File: config.mk
export PLATFORM = sky130hd
export DESIGN_NAME = lbac_host
export DESIGN_NICKNAME = d
export VERILOG_FILES = /design/src/lbac_pkg.sv /design/src/lbac_host.sv
export SDC_FILE = /design/constraint.sdc
export NUM_CORES = 1
export LEC_CHECK = 0
export BUFFER_PORTS_ARGS = -buffer_cell sky130_fd_sc_hd__buf_2
export CAP_MARGIN = 5
export CORE_MARGIN = 4
export CORE_UTILIZATION = 40
export DETAILED_ROUTE_END_ITERATION = 10
export PLACE_DENSITY = 0.56
export SLEW_MARGIN = 25
export SYNTH_ARGS = -nofsm -noshare
export SYNTH_HDL_FRONTEND = slang
export SYNTH_SLANG_ARGS = --single-unit
export TNS_END_PERCENT = 10
File: constraint.sdc
create_clock -name sys_clk -period 5.75 [get_ports sys_clk]
set_input_delay 0.575 -clock sys_clk [delete_from_list [all_inputs] [get_ports sys_clk]]
set_output_delay 0.575 -clock sys_clk [all_outputs]
set_load 0.01 [all_outputs]
File: src/lbac_pkg.sv
// package of shared constants and carrier types for the lpddr2 burst access controller
package lbac_pkg;

    // user command opcodes
    typedef enum logic [2:0] {
        OP_NOP   = 3'h0,
        OP_READ  = 3'h1,
        OP_WRITE = 3'h2,
        OP_TERM  = 3'h3,
        OP_ACT   = 3'h4,
        OP_PRE   = 3'h5
    } lbac_op_t;

    // burst length as held in the device mode register
    typedef enum logic [1:0] {
        BLEN4  = 2'h0,
        BLEN8  = 2'h1,
        BLEN16 = 2'h2
    } lbac_blen_t;

    // rising-half command codes, low ca bits
    localparam logic [2:0] CA_READ  = 3'h5;   // ca0=1 ca1=0 ca2=1
    localparam logic [2:0] CA_WRITE = 3'h1;   // ca0=1 ca1=0 ca2=0
    localparam logic [3:0] CA_TERM  = 4'h3;   // ca0=1 ca1=1 ca2=0 ca3=0
    localparam logic [3:0] CA_PRE   = 4'hb;   // ca0=1 ca1=1 ca2=0 ca3=1
    localparam logic [1:0] CA_ACT   = 2'h2;   // ca0=0 ca1=1

    // field positions on the ca bus
    localparam int COL_RISE_LSB = 5;          // column bits on ca5r..ca6r
    localparam int COL_FALL_LSB = 1;          // column bits on ca1f..ca9f
    localparam int AP_FALL_BIT  = 0;          // auto-precharge on ca0f
    localparam int BANK_LSB     = 7;          // bank on ca7r..ca9r
    localparam int ROW_RISE_LSB = 2;          // low row bits on ca2r..ca6r

    // timing figures
    localparam int         SYS_PS  = 5000;    // system clock period in ps
    localparam logic [5:0] TCCD_CK = 6'h02;   // least column-to-column gap
    localparam int         WL_MAX  = 4;       // largest write latency
    localparam logic [5:0] CNT_MAX = 6'h3f;   // clock counters saturate here

    // user command carrier
    typedef struct packed {
        lbac_op_t    op;
        logic [2:0]  bank;
        logic [14:0] addr;   // row for activate, column in low 11 bits
        logic        ap;     // auto-precharge for read and write
    } lbac_cmd_t;

    // write launch slot travelling down the latency line
    typedef struct packed {
        logic       start;
        logic       stop;
        logic [4:0] beats;
    } lbac_wslot_t;

    // time to whole clock cycles, rounded up, never below one
    function automatic int lbac_ru(input int t, input int p);
        int r;
        r = (t + p - 1) / p;
        return (r < 1) ? 1 : r;
    endfunction : lbac_ru

endpackage : lbac_pkg

File: src/lbac_host.sv
// host-side burst controller driving the lpddr2 command, address and data pins
`timescale 1ns/1ps
module lbac_host
    import lbac_pkg::*;
#(
    parameter int DQ_W          = 16,      // data width
    parameter int HALF_DIV      = 13,      // system clocks per half link clock
    parameter int TDQSCK_MAX_PS = 5500,    // largest read strobe skew
    parameter int TWTR_PS       = 7500,    // write to read turnaround
    parameter int TWR_PS        = 15000,   // write recovery
    parameter int TRCD_PS       = 18000    // activate to access
) (
    // clock and reset
    input  wire logic                  sys_clk,
    input  wire logic                  srst,
    // user command port
    input  wire logic                  cmdValid,
    input  wire lbac_cmd_t             cmd,
    output logic                       cmdReady,
    // mode settings, must match the device mode registers
    input  wire lbac_blen_t            cfgBlen,
    input  wire logic [3:0]            cfgRl,
    input  wire logic [2:0]            cfgWl,
    // write data stream
    input  wire logic [DQ_W-1:0]       wrData,
    input  wire logic [DQ_W/8-1:0]     wrMask,
    output logic                       wrTake,
    // read data stream
    output logic [DQ_W-1:0]            rdData,
    output logic                       rdValid,
    // link pins
    output logic                       ck,
    output logic                       ckN,
    output logic                       csN,
    output logic [9:0]                 ca,
    output logic [DQ_W-1:0]            dqOut,
    output logic                       dqOe,
    input  wire logic [DQ_W-1:0]       dqIn,
    output logic [DQ_W/8-1:0]          dmOut,
    output logic                       dmOe,
    output logic                       dqsOut,
    output logic                       dqsOe,
    input  wire logic                  dqsIn
);

    localparam int         DM_W     = DQ_W / 8;
    localparam int         WPIPE    = 2 * WL_MAX;          // half clocks of write latency
    localparam int         CK_PS    = 2 * HALF_DIV * SYS_PS;
    localparam logic [5:0] DQSCK_CK = 6'(lbac_ru(TDQSCK_MAX_PS, CK_PS));
    localparam logic [5:0] TWTR_CK  = 6'(lbac_ru(TWTR_PS, CK_PS));
    localparam logic [5:0] TWR_CK   = 6'(lbac_ru(TWR_PS, CK_PS));
    localparam logic [5:0] TRCD_CK  = 6'(lbac_ru(TRCD_PS, CK_PS));
    localparam logic [7:0] DIV_LAST = 8'(HALF_DIV - 1);

    // whole state of the controller
    typedef struct packed {
        logic [7:0]                  div;       // half clock divider
        logic                        ck;        // link clock level
        logic                        csN;       // chip select pin
        logic [9:0]                  ca;        // ca pins
        logic [9:0]                  caFall;    // falling half waiting
        logic                        pValid;    // command waits for rise
        lbac_cmd_t                   pCmd;      // that command
        logic [5:0]                  sinceCmd;  // clocks since read/write
        logic [5:0]                  sinceAct;  // clocks since activate
        logic                        lastValid; // a read/write was issued
        logic                        lastWr;    // it was a write
        logic                        lastAp;    // with auto-precharge
        logic                        bstDone;   // it was already terminated
        logic [4:0]                  effBl;     // its effective length
        lbac_wslot_t [WPIPE-1:0]     wpipe;     // write latency line
        logic [4:0]                  wLeft;     // write beats still due
        logic [DQ_W-1:0]             dq;        // write data pins
        logic [DM_W-1:0]             dm;        // mask pins
        logic                        dqs;       // strobe pin
        logic                        dqOe;      // data/mask drive
        logic                        dqsOe;     // strobe drive
        logic [DQ_W-1:0]             dqS1;      // read data sync stage 1
        logic [DQ_W-1:0]             dqS2;      // read data sync stage 2
        logic                        dqsS1;     // strobe sync stage 1
        logic                        dqsS2;     // strobe sync stage 2
        logic                        dqsS3;     // edge detect
        logic                        dqsS4;     // sample delay
        logic [6:0]                  rdLeft;    // read beats expected
        logic [DQ_W-1:0]             rdData;    // captured read word
        logic                        rdValid;   // capture pulse
    } lbac_state_t;

    lbac_state_t s;
    lbac_state_t next_s;

    // burst length in beats
    function automatic logic [4:0] bl_beats(input lbac_blen_t b);
        case (b)
            BLEN4:   bl_beats = 5'h04;
            BLEN8:   bl_beats = 5'h08;
            BLEN16:  bl_beats = 5'h10;
            default: bl_beats = 5'h04;
        endcase
    endfunction : bl_beats

    // counter step that saturates instead of wrapping
    function automatic logic [5:0] sat_inc(input logic [5:0] v);
        sat_inc = (v == CNT_MAX) ? v : v + 6'h01;
    endfunction : sat_inc

    // next-state logic
    always_comb begin
        logic        tick;
        logic [5:0]  gap;
        logic [5:0]  lastHalf;
        logic [5:0]  rlw;
        logic [5:0]  wlw;
        logic        over;
        logic        intr;
        logic        legal;
        logic [4:0]  bl;
        logic [4:0]  cut;
        logic [4:0]  beatsNow;
        logic [3:0]  wIdx;
        lbac_wslot_t head;
        tick     = (s.div == DIV_LAST);
        bl       = bl_beats(cfgBlen);
        gap      = sat_inc(s.sinceCmd);
        lastHalf = {2'h0, s.effBl[4:1]};
        rlw      = {2'h0, cfgRl};
        wlw      = {3'h0, cfgWl};
        over     = !s.lastValid || (gap >= lastHalf);
        // interrupt only for bl8/16, on even gaps that meet tccd
        intr     = (cfgBlen != BLEN4) && !gap[0] && (gap >= TCCD_CK);
        wIdx     = {cfgWl, 1'b0} - 4'h1;
        cut      = {gap[3:0], 1'b0};
        head     = s.wpipe[0];
        beatsNow = s.wLeft;
        legal    = 1'b0;
        cmdReady = 1'b0;
        wrTake   = 1'b0;
        next_s   = s;

        next_s.div = tick ? 8'h00 : s.div + 8'h01;

        // two-flop synchronisers on the device-driven pins
        next_s.dqS1  = dqIn;
        next_s.dqS2  = s.dqS1;
        next_s.dqsS1 = dqsIn;
        next_s.dqsS2 = s.dqsS1;
        next_s.dqsS3 = s.dqsS2;
        next_s.dqsS4 = s.dqsS3;

        // each strobe edge is one beat; sampling one clock late lands mid-beat,
        // so the link clock must stay several system clocks per half period
        next_s.rdValid = 1'b0;
        if ((s.dqsS3 != s.dqsS4) && (s.rdLeft != 7'h00)) begin
            next_s.rdData  = s.dqS2;
            next_s.rdValid = 1'b1;
            next_s.rdLeft  = s.rdLeft - 7'h01;
        end

        // legality of the offered command at the coming rising edge
        case (cmd.op)
            OP_READ: begin
                if (!s.lastValid || s.bstDone)
                    legal = 1'b1;
                else if (s.lastWr)
                    legal = gap >= wlw + 6'h01 + lastHalf + TWTR_CK;
                else
                    legal = over || intr;
                legal = legal && (sat_inc(s.sinceAct) >= TRCD_CK);
                if (s.lastValid && s.lastWr && s.bstDone)
                    legal = legal && (gap >= wlw + 6'h01 + lastHalf + TWTR_CK);
            end
            OP_WRITE: begin
                if (!s.lastValid)
                    legal = 1'b1;
                else if (!s.lastWr)
                    legal = gap + wlw >= rlw + DQSCK_CK + lastHalf + 6'h01;
                else
                    legal = over || (intr && !s.lastAp && !s.bstDone);
                legal = legal && (sat_inc(s.sinceAct) >= TRCD_CK);
            end
            OP_TERM: begin
                // only on a live burst, on an even gap, once per burst
                legal = s.lastValid && !s.bstDone && !gap[0]
                        && (gap <= lastHalf - 6'h01);
            end
            OP_PRE: begin
                if (s.lastValid && s.lastWr)
                    legal = gap >= wlw + lastHalf + 6'h01 + TWR_CK;
                else
                    legal = over;
            end
            OP_ACT:  legal = over;
            default: legal = 1'b0;
        endcase

        if (tick) begin
            next_s.ck = !s.ck;

            // write latency line advances one slot per half clock
            for (int i = 0; i < WPIPE - 1; i++) begin
                next_s.wpipe[i] = s.wpipe[i+1];
            end
            next_s.wpipe[WPIPE-1] = '0;

            if (!s.ck) begin
                // rising edge: the waiting command is taken by the device now
                next_s.sinceCmd = gap;
                next_s.sinceAct = sat_inc(s.sinceAct);
                next_s.ca       = s.caFall;
                next_s.pValid   = 1'b0;
                if (s.pValid) begin
                    case (s.pCmd.op)
                        OP_READ, OP_WRITE: begin
                            // a cut burst keeps only twice the gap
                            if (s.lastValid && !s.bstDone && !over && !s.lastWr)
                                next_s.rdLeft = next_s.rdLeft - (s.effBl - cut);
                            next_s.lastValid = 1'b1;
                            next_s.lastWr    = (s.pCmd.op == OP_WRITE);
                            next_s.lastAp    = s.pCmd.ap;
                            next_s.bstDone   = 1'b0;
                            next_s.effBl     = bl;
                            next_s.sinceCmd  = 6'h00;
                            if (s.pCmd.op == OP_READ)
                                next_s.rdLeft = next_s.rdLeft + {2'h0, bl};
                            else
                                next_s.wpipe[wIdx[2:0]] = '{start: 1'b1, stop: 1'b0, beats: bl};
                        end
                        OP_TERM: begin
                            // acts on the latest burst only
                            if (s.lastWr)
                                next_s.wpipe[wIdx[2:0]] = '{start: 1'b0, stop: 1'b1, beats: 5'h00};
                            else
                                next_s.rdLeft = next_s.rdLeft - (s.effBl - cut);
                            next_s.effBl   = cut;
                            next_s.bstDone = 1'b1;
                        end
                        OP_ACT:  next_s.sinceAct = 6'h00;
                        default: next_s.sinceAct = next_s.sinceAct;
                    endcase
                end
            end else begin
                // falling edge: place the next command's rising half, or idle
                next_s.csN = 1'b1;
                next_s.ca  = 10'h000;
                if (cmdValid && legal) begin
                    cmdReady      = 1'b1;
                    next_s.pValid = 1'b1;
                    next_s.pCmd   = cmd;
                    next_s.csN    = 1'b0;
                    case (cmd.op)
                        OP_READ, OP_WRITE: begin
                            next_s.ca[2:0] = (cmd.op == OP_READ) ? CA_READ : CA_WRITE;
                            next_s.ca[COL_RISE_LSB +: 2] = cmd.addr[1:0];
                            next_s.ca[BANK_LSB +: 3]     = cmd.bank;
                            next_s.caFall = {cmd.addr[10:2], cmd.ap};
                        end
                        OP_TERM: begin
                            next_s.ca[3:0] = CA_TERM;
                            next_s.caFall  = 10'h000;
                        end
                        OP_PRE: begin
                            next_s.ca[3:0]           = CA_PRE;
                            next_s.ca[BANK_LSB +: 3] = cmd.bank;
                            next_s.caFall            = 10'h000;
                        end
                        OP_ACT: begin
                            next_s.ca[1:0]               = CA_ACT;
                            next_s.ca[ROW_RISE_LSB +: 5] = cmd.addr[4:0];
                            next_s.ca[BANK_LSB +: 3]     = cmd.bank;
                            next_s.caFall                = cmd.addr[14:5];
                        end
                        default: next_s.csN = 1'b1;
                    endcase
                end
            end

            // a slot at the head starts or stops the write beats
            if (head.start)
                beatsNow = head.beats;
            else if (head.stop)
                beatsNow = 5'h00;

            if (beatsNow != 5'h00) begin
                // one beat per half clock, strobe toggling with it
                wrTake       = 1'b1;
                next_s.dq    = wrData;
                next_s.dm    = wrMask;
                next_s.dqs   = !s.dqs;
                next_s.dqOe  = 1'b1;
                next_s.dqsOe = 1'b1;
                next_s.wLeft = beatsNow - 5'h01;
            end else if (s.wpipe[1].start) begin
                // strobe held low for a half clock before the first beat
                next_s.dqs   = 1'b0;
                next_s.dqOe  = 1'b0;
                next_s.dqsOe = 1'b1;
                next_s.wLeft = 5'h00;
            end else begin
                next_s.dqs   = 1'b0;
                next_s.dqOe  = 1'b0;
                next_s.dqsOe = 1'b0;
                next_s.wLeft = 5'h00;
            end
        end
    end

    // state register, synchronous reset
    always_ff @(posedge sys_clk) begin
        if (srst) begin
            s          <= '0;
            s.csN      <= 1'b1;
            s.sinceCmd <= CNT_MAX;
            s.sinceAct <= CNT_MAX;
        end else begin
            s <= next_s;
        end
    end

    // pins and streams straight from the state
    assign ck     = s.ck;
    assign ckN    = !s.ck;
    assign csN    = s.csN;
    assign ca     = s.ca;
    assign dqOut  = s.dq;
    assign dqOe   = s.dqOe;
    assign dmOut  = s.dm;
    assign dmOe   = s.dqOe;
    assign dqsOut = s.dqs;
    assign dqsOe  = s.dqsOe;
    assign rdData = s.rdData;
    assign rdValid = s.rdValid;

endmodule : lbac_host

==> results.cfg <==
[status]
outcome = completed

[floorplanning]
num_io_pins = 123
fp.dieH_um = 162
core_area_sq_um = 23500
dieWidth_um = 162
rows = 56
initial_utilization_pct = 40.6
dieArea_sq_um = 26300

[drt]
drtPass1Iterations = 5
wl_met3_um = 1160
vias_per_cell = 5.20
drt-total-wl_um = 23300
detail-route-antenna-nets = 0
wire_per_inst_um = 15.2
num_vias = 7952
wl_met1_um = 11500
top_layer = met4
drt_iter0_markers = 647
wl_met2_um = 10300
drc = 0

[synthesis]
syn_area_per_cell_sq_um = 8.24
ys_seq_elements = 181
ys_types = 75
synthArstFlopShare_pct = 0
yosys-top-cells-count = dfxtp_1, nand2_1, a21oi_1, nor2_1, ha_1
synth_largest_area_cell = dfxtp_1
synth_top_area_share_pct = 38.1
mappedNetlistArea_sq_um = 9520
ys_seq_area_share_pct = 38.1
syn_inst = 1155
synth_edf_count = 0
netlist_top_cells_area = dfxtp_1, ha_1, a21oi_1, nand2_1, buf_4
synth_most_common_cell = dfxtp_1
synth_ff_type = dfxtp_1
synth_fp_nets = 1288
ys_warn_count = 0

[worst_setup_path]
critPathKind = flip-flop to primary output
cp_max_fo = 23
cp.arrival_ns = 4.99
cp_data_required_time_ns = 5.18
setup.worst_path.end_class = primary output
worst_setup_path_start_kind = flip-flop

[sta]
setup_ws_ns = 0.185
min_period_ns = 5.57
fin_crit_sh_pct = 96.8
relSlewSlack_pct = 39.1
worst_pin_slew_ns = 0.913
fin_skew_ns = 0.0153
slew_violations = 0
hold_viol = 0
finalSetupViolCount = 0
clock.fmax_mhz = 180

[layout]
drive_gt1_share_pct = 15.7
diodes = 0
utilization_pct = 45.2
area_growth_pct = 11.4
fin_cells = 1528
fin_nets = 1330

[cts]
postCtsResizedCells = 0
clk_pin_slew_ns = 0.08
cts_made_buffers = 17
cts_root_buffer = clkbuf_16
clk_latency_ns = 0.42
postCtsSetupRepairBufs = 0
cts.path.max_buffers = 2
hold_buffers = 0
cts_sinks = 181
cts_tree = built
htree_levels = 4

[place]
dp_hpwl_um = 16300
placedCellCount = 1497
finalWeightedCongestion = 0.861
post-place-ws_ns = 0.584
portBuffers = 122

[global_routing]
globalRouteTotalUtil_pct = 17.7
grt_pass1_wl_um = 38400
grt_pass1_vias = 7389
grt_antenna_before_repair = 0
grt_max_degree = 125
grt_overflow_total = 0

[pwr]
power_density_nw_per_um2 = 238
ir_worst_vdd_v = 0.000180
p_leak_nw = 4.39

[min_path]
hold_path.class = input port to flip-flop

[run]
drv_cap = 0
[flip-flops by register name, indices dropped and copies added, names as in the netlist]
register / count
ca: 10
next_s: 19
s: 112
csN: 1
ck: 1
dqsOe: 1
rdValid: 1
dqsOut: 1
rdData: 16
dqOut: 16
dmOe: 1
dmOut: 2
[metrics by stage]
stage	instance area, sq um	TNS (ns)	hold WS (ns)	power [mW]
after floorplan	9520	0	0.414	1.39
after global placement	10000	0	0.415	1.44
after detailed placement	10000	0	0.421	1.44
after CTS	10600	0	0.333	2.57
after global routing	10600	-0.0253	0.339	2.64
final	10600	0	0.355	2.53
[area by class of cell]
type	count	area, sq um
Inverter	50	188
Timing Repair Buffer	130	677
Clock buffer	17	425
Sequential cell	181	3620
Clock inverter	14	136
Tap cell	319	399
Fill cell	2355	12900
Multi-Input combinational cell	817	5150
[where the power goes]
group | switching [mW] | internal [mW] | total [mW]
clock | 0.541 | 0.573 | 1.11
combinational | 0.0878 | 0.0555 | 0.143
sequential | 0.00425 | 1.27 | 1.27
[layer usage]
layer  global-route usage (%)  vias up
met3                     3.60       21
met4                     4.23        0
met2                     27.5      210
met1                     25.2     3651
met5                        0        -
li1                         -     4070
[cells by family after synthesis]
logic type | count (synthesis) | share of synthesized area, %
DFF | 181 | 38.1
and+or+nand+nor | 405 | 19.7
muxes | 9 | 1.04
buffers and inverters | 157 | 8.07
AOI/OAI and AO/OA | 304 | 21.1
adders and majority gates | 64 | 8.81
other | 1 | 0.0394
xor gates and xnor gates | 34 | 3.13
[critical path: stages (launching register included)]
cell and delay (ns):
dfxtp_1 0.42, ha_1 0.26, nand4_1 0.19, or3_1 0.39, and2_1 0.24, ha_1 0.24, fa_1 0.42, a21oi_1 0.14
nor2_1 0.06, xnor2_1 0.13, ha_1 0.21, a2111oi_0 0.45, a31oi_1 0.17, o221a_1 0.31, a211o_1 0.29, buf_4 0.21
and2_4 0.24, buf_2 0.16
[final timing paths]
kind / start / end / slack, ns / depth (start not counted)
setup / recovery: s[157] / cmdReady / 0.18 / 17
hold / removal: dqIn[10] / next_s[38] / 0.35 / 2
setup reg to reg: s[157] / s[23] / 0.86 / 18
hold reg to reg: s[41] / rdData[13] / 0.43 / 2
[placed cells by master, fill, tap and decap left out, types with 7 or more instances in the layout]
cell and n:
a221o_1 7, clkbuf_16 17, nand2_1 169, nor3_1 18
inv_1 49, and3_1 14, a21o_1 9, a32oi_1 7
dfxtp_1 181, ha_1 59, o21ai_0 25, a22oi_1 17
xnor2_1 17, nor2_1 85, buf_4 8, xor2_1 17
buf_2 121, nand3_1 24, a211oi_1 21, a21oi_1 143
nor2b_1 47, or3_1 7, a211oi_2 9
No activity file was read; power rests on OpenSTA's default activity.
